==> src/rtl/acr_pkg.sv <==
package acr_pkg;
    // Register addresses (15-bit SPI address space)
    localparam logic [14:0] ADDR_SPI_IFACE_CFG   = 15'h0000;
    localparam logic [14:0] ADDR_DEV_OP_CFG      = 15'h0002;
    localparam logic [14:0] ADDR_MAKER_ID_LO     = 15'h000C;
    localparam logic [14:0] ADDR_MAKER_ID_HI     = 15'h000D;
    localparam logic [14:0] ADDR_STREAM_USER_CFG = 15'h0010;
    localparam logic [14:0] ADDR_CLK_ALIGN_CTRL  = 15'h0029;
    localparam logic [14:0] ADDR_EDGE_POS_0      = 15'h002C;
    localparam logic [14:0] ADDR_EDGE_POS_1      = 15'h002D;
    localparam logic [14:0] ADDR_EDGE_POS_2      = 15'h002E;

    // Reset values
    localparam logic [7:0] RST_SPI_IFACE_CFG   = 8'h30;
    localparam logic [7:0] RST_DEV_OP_CFG      = 8'h00;
    localparam logic [7:0] RST_STREAM_USER_CFG = 8'h00;
    localparam logic [7:0] RST_CLK_ALIGN_CTRL  = 8'h80;

    // Field positions
    localparam int BIT_SOFT_RESET  = 7;
    localparam int BIT_ASCEND      = 5;
    localparam int BIT_SEP_OUT     = 4;
    localparam int BIT_ADDR_HOLD   = 0;
    localparam int BIT_PROC_ON     = 6;
    localparam int BIT_RECV_ON     = 5;
    localparam int BIT_FINE_STEP   = 4;
    localparam int MODE_MSB        = 1;
    localparam int SEL_MSB         = 3;

    // Operating modes
    localparam logic [1:0] MODE_NORMAL     = 2'h0;
    localparam logic [1:0] MODE_POWER_DOWN = 2'h3;

    // Maker code: value arbitrary
    localparam logic [15:0] MAKER_CODE = 16'h5A3C;

    // Internal reset time
    localparam int CLK_PERIOD_NS   = 100;
    localparam int SOFT_RST_NS     = 750;
    localparam int SOFT_RST_CYCLES =
        (SOFT_RST_NS + CLK_PERIOD_NS - 1) / CLK_PERIOD_NS;
    localparam logic [3:0] SOFT_RST_CNT = 4'(SOFT_RST_CYCLES);

    // SPI frame layout
    localparam logic [4:0] ADDR_LAST_BIT = 5'h0F;

    typedef struct packed {
        logic       proc_on;
        logic       recv_on;
        logic       fine_step;
        logic [3:0] delay_choice;
    } acr_align_type;

    typedef enum logic [1:0] {
        ST_HEADER = 2'b00,
        ST_DATA   = 2'b01,
        ST_BUSY   = 2'b10
    } acr_state_type;
endpackage

==> src/rtl/acr_reg_bank.sv <==
`timescale 1ns/1ps
// Contract
// - Writing one to the soft reset bit returns every register to reset.
// - The soft reset bit clears itself as soon as the reset begins.
// - Streaming addresses step down when ascend is 0, up when it is 1.
// - The separate output flag reads 1 always; reads go out on o_sdo only.
// - Mode 0 is normal, mode 3 powers the device down, 1 and 2 reserved.
// - A 16-bit read-only maker code register always returns a fixed code.
// - Address hold keeps the address fixed across a streaming transfer.
// - Alignment events are processed only while processor enable is set.
// - The alignment receiver is on only while its enable bit is set.
// - The fine step bit selects finer alignment delay steps.
// - The 4-bit delay choice selects the alignment delay, reset zero.
// - A 24-bit read-only word reports the alignment edge position.
module acr_reg_bank
    import acr_pkg::*;
(
    input  wire logic        i_sys_clk,
    input  wire logic        i_rst,
    input  wire logic        i_sclk,
    input  wire logic        i_csb,
    input  wire logic        i_sdi,
    input  wire logic [23:0] i_align_edge_position,
    input  wire logic        i_align_event,
    output logic             o_sdo,
    output logic             o_chip_reset,
    output logic             o_power_down,
    output logic             o_align_input_receiver_on,
    output logic             o_align_event_processor_on,
    output logic             o_align_window_fine_step,
    output logic [3:0]       o_align_delay_choice,
    output logic             o_align_event_taken
);

    // Pin synchronisers: three stages, change once stages two and three agree
    logic [2:0] sclk_sync;
    logic [2:0] csb_sync;
    logic [2:0] sdi_sync;
    logic       sclk_q;
    logic       csb_q;
    logic       sdi_q;
    logic       evt_prev;
    logic [2:0] evt_sync;

    always_ff @(posedge i_sys_clk) begin
        if (i_rst) begin
            sclk_sync <= 3'h0;
            csb_sync  <= 3'h7;
            sdi_sync  <= 3'h0;
            evt_sync  <= 3'h0;
        end else begin
            sclk_sync <= {sclk_sync[1:0], i_sclk};
            csb_sync  <= {csb_sync[1:0], i_csb};
            sdi_sync  <= {sdi_sync[1:0], i_sdi};
            evt_sync  <= {evt_sync[1:0], i_align_event};
        end
    end

    // Filtered levels; stage zero feeds only stage one
    always_ff @(posedge i_sys_clk) begin
        if (i_rst) begin
            sclk_q   <= 1'b0;
            csb_q    <= 1'b1;
            sdi_q    <= 1'b0;
            evt_prev <= 1'b0;
        end else begin
            if (sclk_sync[1] == sclk_sync[2]) sclk_q <= sclk_sync[2];
            if (csb_sync[1] == csb_sync[2])   csb_q  <= csb_sync[2];
            if (sdi_sync[1] == sdi_sync[2])   sdi_q  <= sdi_sync[2];
            if (evt_sync[1] == evt_sync[2])   evt_prev <= evt_sync[2];
        end
    end

    logic sclk_prev;
    always_ff @(posedge i_sys_clk) begin
        if (i_rst) sclk_prev <= 1'b0;
        else       sclk_prev <= sclk_q;
    end

    logic sclk_rise;
    logic sclk_fall;
    assign sclk_rise = sclk_q & ~sclk_prev & ~csb_q;
    assign sclk_fall = ~sclk_q & sclk_prev & ~csb_q;

    // Registers
    logic          ascend;
    logic          soft_reset_bit;
    logic [1:0]    op_mode;
    logic          addr_hold;
    logic          cfg_top_rsvd;
    acr_align_type align;
    logic [3:0]    rst_cnt;
    acr_state_type state;
    logic [4:0]    bit_cnt;
    logic [15:0]   hdr;
    logic [14:0]   addr;
    logic [7:0]    shreg;
    logic [7:0]    tx;
    logic          is_read;

    // Read decode, used for first and streamed bytes
    function automatic logic [7:0] read_reg(input logic [14:0] a);
        case (a)
            ADDR_SPI_IFACE_CFG: read_reg =
                {soft_reset_bit, 1'b0, ascend, 1'b1, 4'h0};
            ADDR_DEV_OP_CFG:      read_reg = {6'h00, op_mode};
            ADDR_MAKER_ID_LO:     read_reg = MAKER_CODE[7:0];
            ADDR_MAKER_ID_HI:     read_reg = MAKER_CODE[15:8];
            ADDR_STREAM_USER_CFG: read_reg = {7'h00, addr_hold};
            ADDR_CLK_ALIGN_CTRL:  read_reg = {cfg_top_rsvd, align};
            ADDR_EDGE_POS_0:      read_reg = i_align_edge_position[7:0];
            ADDR_EDGE_POS_1:      read_reg = i_align_edge_position[15:8];
            ADDR_EDGE_POS_2:      read_reg = i_align_edge_position[23:16];
            default:              read_reg = 8'h00;
        endcase
    endfunction

    // Next streaming address
    logic [14:0] next_addr;
    always_comb begin
        if (addr_hold)   next_addr = addr;
        else if (ascend) next_addr = addr + 15'h1;
        else             next_addr = addr - 15'h1;
    end

    logic byte_done;
    assign byte_done = (state == ST_DATA) && sclk_rise && (bit_cnt == 5'h07);

    // SPI frame state: header, data bytes, and busy during soft reset
    always_ff @(posedge i_sys_clk) begin
        if (i_rst) begin
            state   <= ST_HEADER;
            bit_cnt <= 5'h00;
            hdr     <= 16'h0000;
            addr    <= 15'h0000;
            shreg   <= 8'h00;
            is_read <= 1'b0;
            rst_cnt <= 4'h0;
        end else begin
            case (state)
                ST_HEADER: begin
                    if (soft_reset_bit) begin
                        state   <= ST_BUSY;
                        rst_cnt <= SOFT_RST_CNT;
                    end else if (csb_q) begin
                        bit_cnt <= 5'h00;
                    end else if (sclk_rise) begin
                        hdr <= {hdr[14:0], sdi_q};
                        if (bit_cnt == ADDR_LAST_BIT) begin
                            state   <= ST_DATA;
                            addr    <= {hdr[13:0], sdi_q};
                            is_read <= hdr[14];
                            bit_cnt <= 5'h00;
                        end else begin
                            bit_cnt <= bit_cnt + 5'h01;
                        end
                    end
                end
                ST_DATA: begin
                    if (soft_reset_bit) begin
                        state   <= ST_BUSY;
                        rst_cnt <= SOFT_RST_CNT;
                    end else if (csb_q) begin
                        state   <= ST_HEADER;
                        bit_cnt <= 5'h00;
                    end else if (sclk_rise) begin
                        shreg <= {shreg[6:0], sdi_q};
                        if (bit_cnt == 5'h07) begin
                            bit_cnt <= 5'h00;
                            addr    <= next_addr;
                        end else begin
                            bit_cnt <= bit_cnt + 5'h01;
                        end
                    end
                end
                ST_BUSY: begin
                    // Frames are dropped until reset time has elapsed and csb_q is high
                    bit_cnt <= 5'h00;
                    if (rst_cnt != 4'h0) rst_cnt <= rst_cnt - 4'h1;
                    else if (csb_q) state <= ST_HEADER;
                end
                default: state <= ST_HEADER;
            endcase
        end
    end

    logic [7:0] wbyte;
    assign wbyte = {shreg[6:0], sdi_q};

    logic in_reset;
    assign in_reset = (state == ST_BUSY) || soft_reset_bit;

    // Register writes; soft reset holds everything at reset values
    always_ff @(posedge i_sys_clk) begin
        if (i_rst || in_reset) begin
            ascend       <= RST_SPI_IFACE_CFG[BIT_ASCEND];
            op_mode      <= RST_DEV_OP_CFG[MODE_MSB:0];
            addr_hold    <= RST_STREAM_USER_CFG[BIT_ADDR_HOLD];
            cfg_top_rsvd <= RST_CLK_ALIGN_CTRL[7];
            align        <= RST_CLK_ALIGN_CTRL[6:0];
        end else if (byte_done && !is_read) begin
            case (addr)
                ADDR_SPI_IFACE_CFG:   ascend    <= wbyte[BIT_ASCEND];
                ADDR_DEV_OP_CFG:      op_mode   <= wbyte[MODE_MSB:0];
                ADDR_STREAM_USER_CFG: addr_hold <= wbyte[BIT_ADDR_HOLD];
                ADDR_CLK_ALIGN_CTRL: begin
                    cfg_top_rsvd <= wbyte[7];
                    align        <= wbyte[6:0];
                end
                default: ;
            endcase
        end
    end

    // Self-clearing soft reset bit: set by write, cleared on busy entry
    always_ff @(posedge i_sys_clk) begin
        if (i_rst || state == ST_BUSY) begin
            soft_reset_bit <= 1'b0;
        end else if (byte_done && !is_read && addr == ADDR_SPI_IFACE_CFG) begin
            soft_reset_bit <= wbyte[BIT_SOFT_RESET];
        end
    end

    // Read shifter: loaded at data start, shifted on falling SCLK
    always_ff @(posedge i_sys_clk) begin
        if (i_rst) begin
            tx    <= 8'h00;
            o_sdo <= 1'b0;
        end else if (state == ST_HEADER && sclk_rise
                     && bit_cnt == ADDR_LAST_BIT) begin
            tx <= read_reg({hdr[13:0], sdi_q});
        end else if (byte_done) begin
            tx <= read_reg(next_addr);
        end else if (state == ST_DATA && is_read && sclk_fall) begin
            o_sdo <= tx[7];
            tx    <= {tx[6:0], 1'b0};
        end else if (csb_q) begin
            o_sdo <= 1'b0;
        end
    end

    // Control outputs, all registered
    always_ff @(posedge i_sys_clk) begin
        if (i_rst) begin
            o_chip_reset               <= 1'b0;
            o_power_down               <= 1'b0;
            o_align_input_receiver_on  <= 1'b0;
            o_align_event_processor_on <= 1'b0;
            o_align_window_fine_step   <= 1'b0;
            o_align_delay_choice       <= 4'h0;
            o_align_event_taken        <= 1'b0;
        end else begin
            o_chip_reset <= in_reset;
            o_power_down <= (op_mode == MODE_POWER_DOWN);
            o_align_input_receiver_on  <= align.recv_on;
            o_align_event_processor_on <= align.proc_on;
            o_align_window_fine_step   <= align.fine_step;
            o_align_delay_choice       <= align.delay_choice;
            // Event edge once stages two and three agree, so a glitch
            // on the pin cannot fire a lone pulse
            o_align_event_taken <= evt_sync[2] & evt_sync[1] & ~evt_prev
                                   & align.proc_on & align.recv_on;
        end
    end

endmodule

==> config.mk <==
export PLATFORM = sky130hd
export DESIGN_NAME = acr_reg_bank
export DESIGN_NICKNAME = d
export VERILOG_FILES = /design/src/rtl/acr_pkg.sv /design/src/rtl/acr_reg_bank.sv
export SDC_FILE = /design/constraint.sdc
export NUM_CORES = 1
export LEC_CHECK = 0
export BUFFER_PORTS_ARGS = -buffer_cell sky130_fd_sc_hd__buf_2
export CAP_MARGIN = 20
export CELL_PAD_IN_SITES_DETAIL_PLACEMENT = 0
export CELL_PAD_IN_SITES_GLOBAL_PLACEMENT = 1
export CORE_ASPECT_RATIO = 0.5
export CORE_MARGIN = 5
export CORE_UTILIZATION = 35
export CTS_CLUSTER_DIAMETER = 120
export DETAILED_ROUTE_END_ITERATION = 8
export PLACE_DENSITY = 0.71
export SLEW_MARGIN = 20
export SYNTH_ARGS = -nofsm -noshare
export SYNTH_HDL_FRONTEND = slang
export SYNTH_SLANG_ARGS = --single-unit
==> constraint.sdc <==
create_clock -name i_sys_clk -period 4.4 [get_ports i_sys_clk]
set_clock_uncertainty 0.05 [all_clocks]
set_input_delay 0 -clock i_sys_clk [delete_from_list [all_inputs] [get_ports i_sys_clk]]
set_output_delay 0 -clock i_sys_clk [all_outputs]
set_load 0.02 [all_outputs]
# Word-level counts from Yosys, hierarchy flattened
# Cells that the tools add are included.
dict set report totals {
  ff_bits 98
  input_bits 30
  out_inout_bits 11
  word_cells 170
}
dict set report op_classes {
  add_sub_neg 4
  n_eq_ne 44
  mux 38
  bitwise 15
  n_reduce_logical 35
}
# op n
set ops {}
lappend ops {{$mux W15} 10}
lappend ops {{$pmux W8 S9} 2}
lappend ops {{$eq A15 B6 Y1 const B} 9}
lappend ops {{$eq A15 B4 Y1 const B} 4}
lappend ops {{$eq A15 B2 Y1 const B} 3}
lappend ops {{$eq A15 B5 Y1 const B} 3}
lappend ops {{$logic_not A15 Y1} 3}
lappend ops {{$mux W5} 8}
lappend ops {{$pmux W15 S2} 1}
lappend ops {{$mux W8} 3}
lappend ops {{$ne A2 B2 Y1 const B} 9}
lappend ops {{$add A15 B1 Y15 const B} 1}
lappend ops {{$pmux W5 S3} 1}
lappend ops {{$sub A15 B1 Y15 const B} 1}
lappend ops {{$mux W2} 7}
lappend ops {{$ne A3 B3 Y1 const B} 4}
lappend ops {{$reduce_and A4 Y1} 3}
lappend ops {{$reduce_and A5 Y1} 2}
lappend ops {{$reduce_and A9 Y1} 1}
lappend ops {{$and A1 B1 Y1} 8}
lappend ops {{$logic_and A1 B1 Y1} 8}
lappend ops {{$mux W4} 2}
lappend ops {{$pmux W4 S2} 1}
lappend ops {{$reduce_and A2 Y1} 4}
lappend ops {{other kinds (20)} 38}

# Depth between registers and ports, before layout
dict set report depth {
  depth_word 8
  ltp_mapped 12
  mapped_depth_nobuf 11
}

# Least setup slack after synthesis
# No wires, ideal clock.
dict set report synth_timing {
  path_type {reg-to-reg}
  startpoint {register ascend}
  endpoint {register tx[2]}
  setup_time_ns 0.086
  t_arrival_ns 3.080
  required_time_ns 4.264
  slack_ns 1.185
  stages_incl_launch_ff 12
  n_path_buf 1
  period_less_slack_ns 3.215
  path_cell_list {dfxtp_1 inv_1 ha_1 buf_6 o211a_1 a2111oi_4 a311o_2 nor3b_4 and3_1 a32oi_1 or3_1 a211oi_1}
}
dict set report synth_between {
  elab_chain_len 6
  word_cells_on_any_way 14
  cone_classes {8 x eq/ne; 5 x mux; 1 x reduce/logical}
}
# item line
set synth_rtl {}
lappend synth_rtl {{from (decl)} acr_reg_bank.sv:86} ;# logic ascend;
lappend synth_rtl {{from (signal assigned)} acr_reg_bank.sv:196} ;# ascend <= RST_SPI_IFACE_CFG[BIT_ASCEND];
lappend synth_rtl {{from (signal assigned)} acr_reg_bank.sv:203} ;# ADDR_SPI_IFACE_CFG: ascend <= wbyte[BIT_ASCEND];
lappend synth_rtl {{$mux W15 (*)} acr_reg_bank.sv:122} ;# else if (ascend) next_addr = addr + 15'h1;
lappend synth_rtl {{$mux W15 (*)} acr_reg_bank.sv:121} ;# if (addr_hold) next_addr = addr;
lappend synth_rtl {{$eq A15 B6 Y1, or another cell as far along} acr_reg_bank.sv:103} ;# case (a)
lappend synth_rtl {{$pmux W8 S9 (*)} acr_reg_bank.sv:103}
lappend synth_rtl {{$mux W8 (*)} acr_reg_bank.sv:232} ;# end else if (byte_done) begin
lappend synth_rtl {{$mux W8 (*)} acr_reg_bank.sv:229} ;# end else if (state == ST_HEADER && sclk_rise
lappend synth_rtl {{to (signal assigned)} acr_reg_bank.sv:231} ;# tx <= read_reg({hdr[13:0], sdi_q});
lappend synth_rtl {{to (signal assigned)} acr_reg_bank.sv:233} ;# tx <= read_reg(next_addr);
lappend synth_rtl {{to (signal assigned)} acr_reg_bank.sv:236} ;# tx <= {tx[6:0], 1'b0};
lappend synth_rtl {{to (decl)} acr_reg_bank.sv:98} ;# logic [7:0] tx;
# Mark *: on every way between the ends. The rest lies on a longest branch, timed or not.
# A chain may end at the register's enable or synchronous reset.

# Final worst setup path
dict set report layout_timing {
  startpoint {register ascend}
  endpoint {register tx[6]}
}
# Same word-level chain as after synthesis.

==> impl_metrics.yaml <==
floorplan:
  die_area_um2: 20900
  core_um2: 17500
  num_rows: 34
  design.portCount: 41
  die_x_um: 199
  fp.dieH_um: 105
  start_util_pct: 35.9
grt:
  grt_antenna_before_repair: 0
  grt_max_degree: 59
  grt_pass1_wl_um: 29700
  grt-ovfl-total: 0
  grt_pass1_vias: 5518
  grt_use_total_pct: 17.4
clock_network:
  clk_latency_ns: 0.34
  cts_resized: 0
  cts-root-buf: "clkbuf_16"
  clkTransAtPathRegs_ns: 0.07
  cts_sinks: 98
  clk_path_buf_depth: 2
  cts_inserted_buffers: 9
  htree_levels: 3
  cts_tree: "done"
timing:
  grt_setup_unrepaired: "false"
  max_freq_ghz: 0.252
  hold_viol_final: 0
  setup_tns_ns: 0
  drv_slew: 0
  layout_min_cycle_time_ns: 3.96
  whs_ns: 0.0492
  fin_ws_ns: 0.437
  finalCritPeriodShare_pct: 90.1
  relSlewSlack_pct: 37.9
  tightest_slew_ns: 0.909
  finalSetupViolations: 0
place:
  gp_congestion: 0.973
  hpwl_um: 14000
  placed_cells: 1046
  dp_slack_ns: 0.483
  io_buffers: 40
  placedInstanceArea_um2: 6660
final_layout:
  stdcell_area_um2: 7020
  syn_to_final_growth_pct: 11.8
  antennaDiodeCount: 0
  num-nets-final: 882
  nFillCells: 1816
  post_route_cells_drive_above_1_share_pct: 11.9
  instances_no_fill: 1066
power_and_ir_drop:
  power_switching_mw: 0.414
  seq_power_share_pct: 49.7
  clock_power_share_pct: 46.2
  cellPowerDensity_nw_per_um2: 256
  p_comb_share_pct: 4.1
  switching_share_pct: 23.0
  p_int_mw: 1.39
  peakVddDrop_uv: 210
  p_leak_nw: 2.60
min_path:
  hold_class: "primary input to register"
  whs_path_depth: 4
detailed_routing:
  route.detailed.drc: 0
  vias_per_cell: 5.69
  ant_nets: 0
  routed-via-count: 6064
  drt_iter0_drc: 503
  wl_um: 18700
  first_pass_iters: 4
  wl_per_cell_um: 17.5
worst_setup_path:
  required_ns: 4.59
  cp.arrival_ns: 4.15
  start_kind: "register"
  reg2regPathDepth: 10
  critical_path_class: "register to register"
  critPathMaxFanout: 17
  crit_path_end_kind: "register"
synthesis:
  synth.area.top_cells: "dfxtp_1 31%, a21oi_1 6.6%, nor2_1 5.8%"
  yosys_warnings: 0
  synth.avg_cell_area_um2: 7.77
  synth_flop_cell: "dfxtp_1"
  synth_top_area_share_pct: 31.2
  synthTopCellsByCount: "98 x dfxtp_1, 97 x nor2_1, 94 x nand2_1"
  syn-num-nets: 863
  synth_cell_types: 77
  ys_ff_latch: 98
  yosysTopAreaCell: "dfxtp_1"
  yosysMostFrequentCell: "dfxtp_1"
  synth-edff-count: 0
  syn-cell-area_um2: 6280
  syn_inst: 808
  synth_top_family_by_area: "compound AO/OA/AOI/OAI gates"
  async_flop_share_pct: 0
  synthAdderAreaFrac_pct: 5.10
  yosysSeqAreaShare_pct: 31.2
  synth-simple-area-share_pct: 24.7
  synthXorXnorAreaFrac_pct: 1.25
  synth.mux.area_fraction_pct: 6.06
  synth_compound_area_share_pct: 27.2
run_status:
  status: "complete, no violations"
job:
  cap_violations: 0
[power by group through the flow]
stage	clock network (mW)	registers (mW)	logic (mW)
global route	0.899	0.896	0.0812
floorplan	0	0.915	0.0406
finish	0.831	0.895	0.0742
CTS	0.859	0.895	0.0739
detailed placement	0	0.916	0.0708
global placement	0	0.916	0.0711
[layout make-up]
type	count	area, µm²	area share, %
clock buffer	10	239	3.40
clock inverter	6	80.1	1.14
inverter	18	67.6	0.962
multi-input combinational	644	4050	57.7
sequential	98	1960	27.9
tap	234	293	4.17
timing repair buffer	56	333	4.74
[worst max-delay path: stages, from the launching register on]
cell and delay (ns):
dfxtp_1 0.47, inv_1 0.37, ha_1 0.56, o211a_1 0.33, a21oi_1 0.34, a2111oi_0 0.17
a2111oi_0 0.74, a21oi_1 0.10, nand4_1 0.32, nor2_1 0.12, o221a_2 0.28
[flip-flops by register name, summed over array words and instances, names as in the netlist, 4 cells and up]
register	flops
o_align_delay_choice	4
shreg	7
rst_cnt	4
hdr	15
addr	15
align	7
bit_cnt	5
tx	8
[what timing repair did]
item,in CTS,in global routing
hold buffers,4,0
endpoints found under the hold margin,4,0
setup buffers,0,0
[logic make-up (layout without fill, tap and decap cells)]
group	Yosys count	after routing
AO/OA/AOI/OAI	250	250
XOR/XNOR	9	9
adder cells (fa/ha/maj)	25	25
buffers and inverters	66	90
flip-flops	98	98
multiplexers	37	37
AND/OR/NAND/NOR	323	323
[metal layers]
layer / wire, µm / global-route usage (%)
met1: 9260 / 26.3
met2: 8080 / 25.6
met3: 1070 / 2.99
met4: 278 / 3.92
met5: 0 / 0
[through the flow]
stage	total power [mW]	util (%)
floorplan	0.956	-
global placement	0.987	38.1
detailed placement	0.987	38.1
CTS	1.83	40.2
global route	1.88	40.2
finish	1.80	40.2
[cells in the final DEF, fill, tap and decap left out, types with 6 or more instances in the layout]
cell and count:
ha_1 24, buf_2 39, nand2b_1 7, a31oi_1 10, o21a_1 9, a21oi_1 83, nor2_1 97, a211oi_1 16
buf_4 13, mux2i_1 29, a32oi_1 6, o211ai_1 11, inv_1 17, nand3_1 22, dfxtp_1 98, or3_1 9
mux2_2 8, a21o_1 13, or2_2 8, a2111oi_0 6, nand4_1 6, o21ai_0 31, nand2_1 94, nor2b_1 24
clkbuf_16 9, nor3_1 17, and3_1 6
[worst paths after layout]
check | startpoint | endpoint | slack, ns
worst max-delay path | ascend$_SDFFE_PP1P_ | tx[6]$_SDFFE_PP0P_ | 0.44
worst min register to register | csb_sync[0]$_SDFF_PP1_ | csb_sync[1]$_SDFF_PP1_ | 0.36
worst min-delay path | i_align_edge_position[21] | tx[5]$_SDFFE_PP0P_ | 0.05
worst max register to register | ascend$_SDFFE_PP1P_ | tx[6]$_SDFFE_PP0P_ | 0.44
Note: power is estimated with default switching activity, not from simulation.
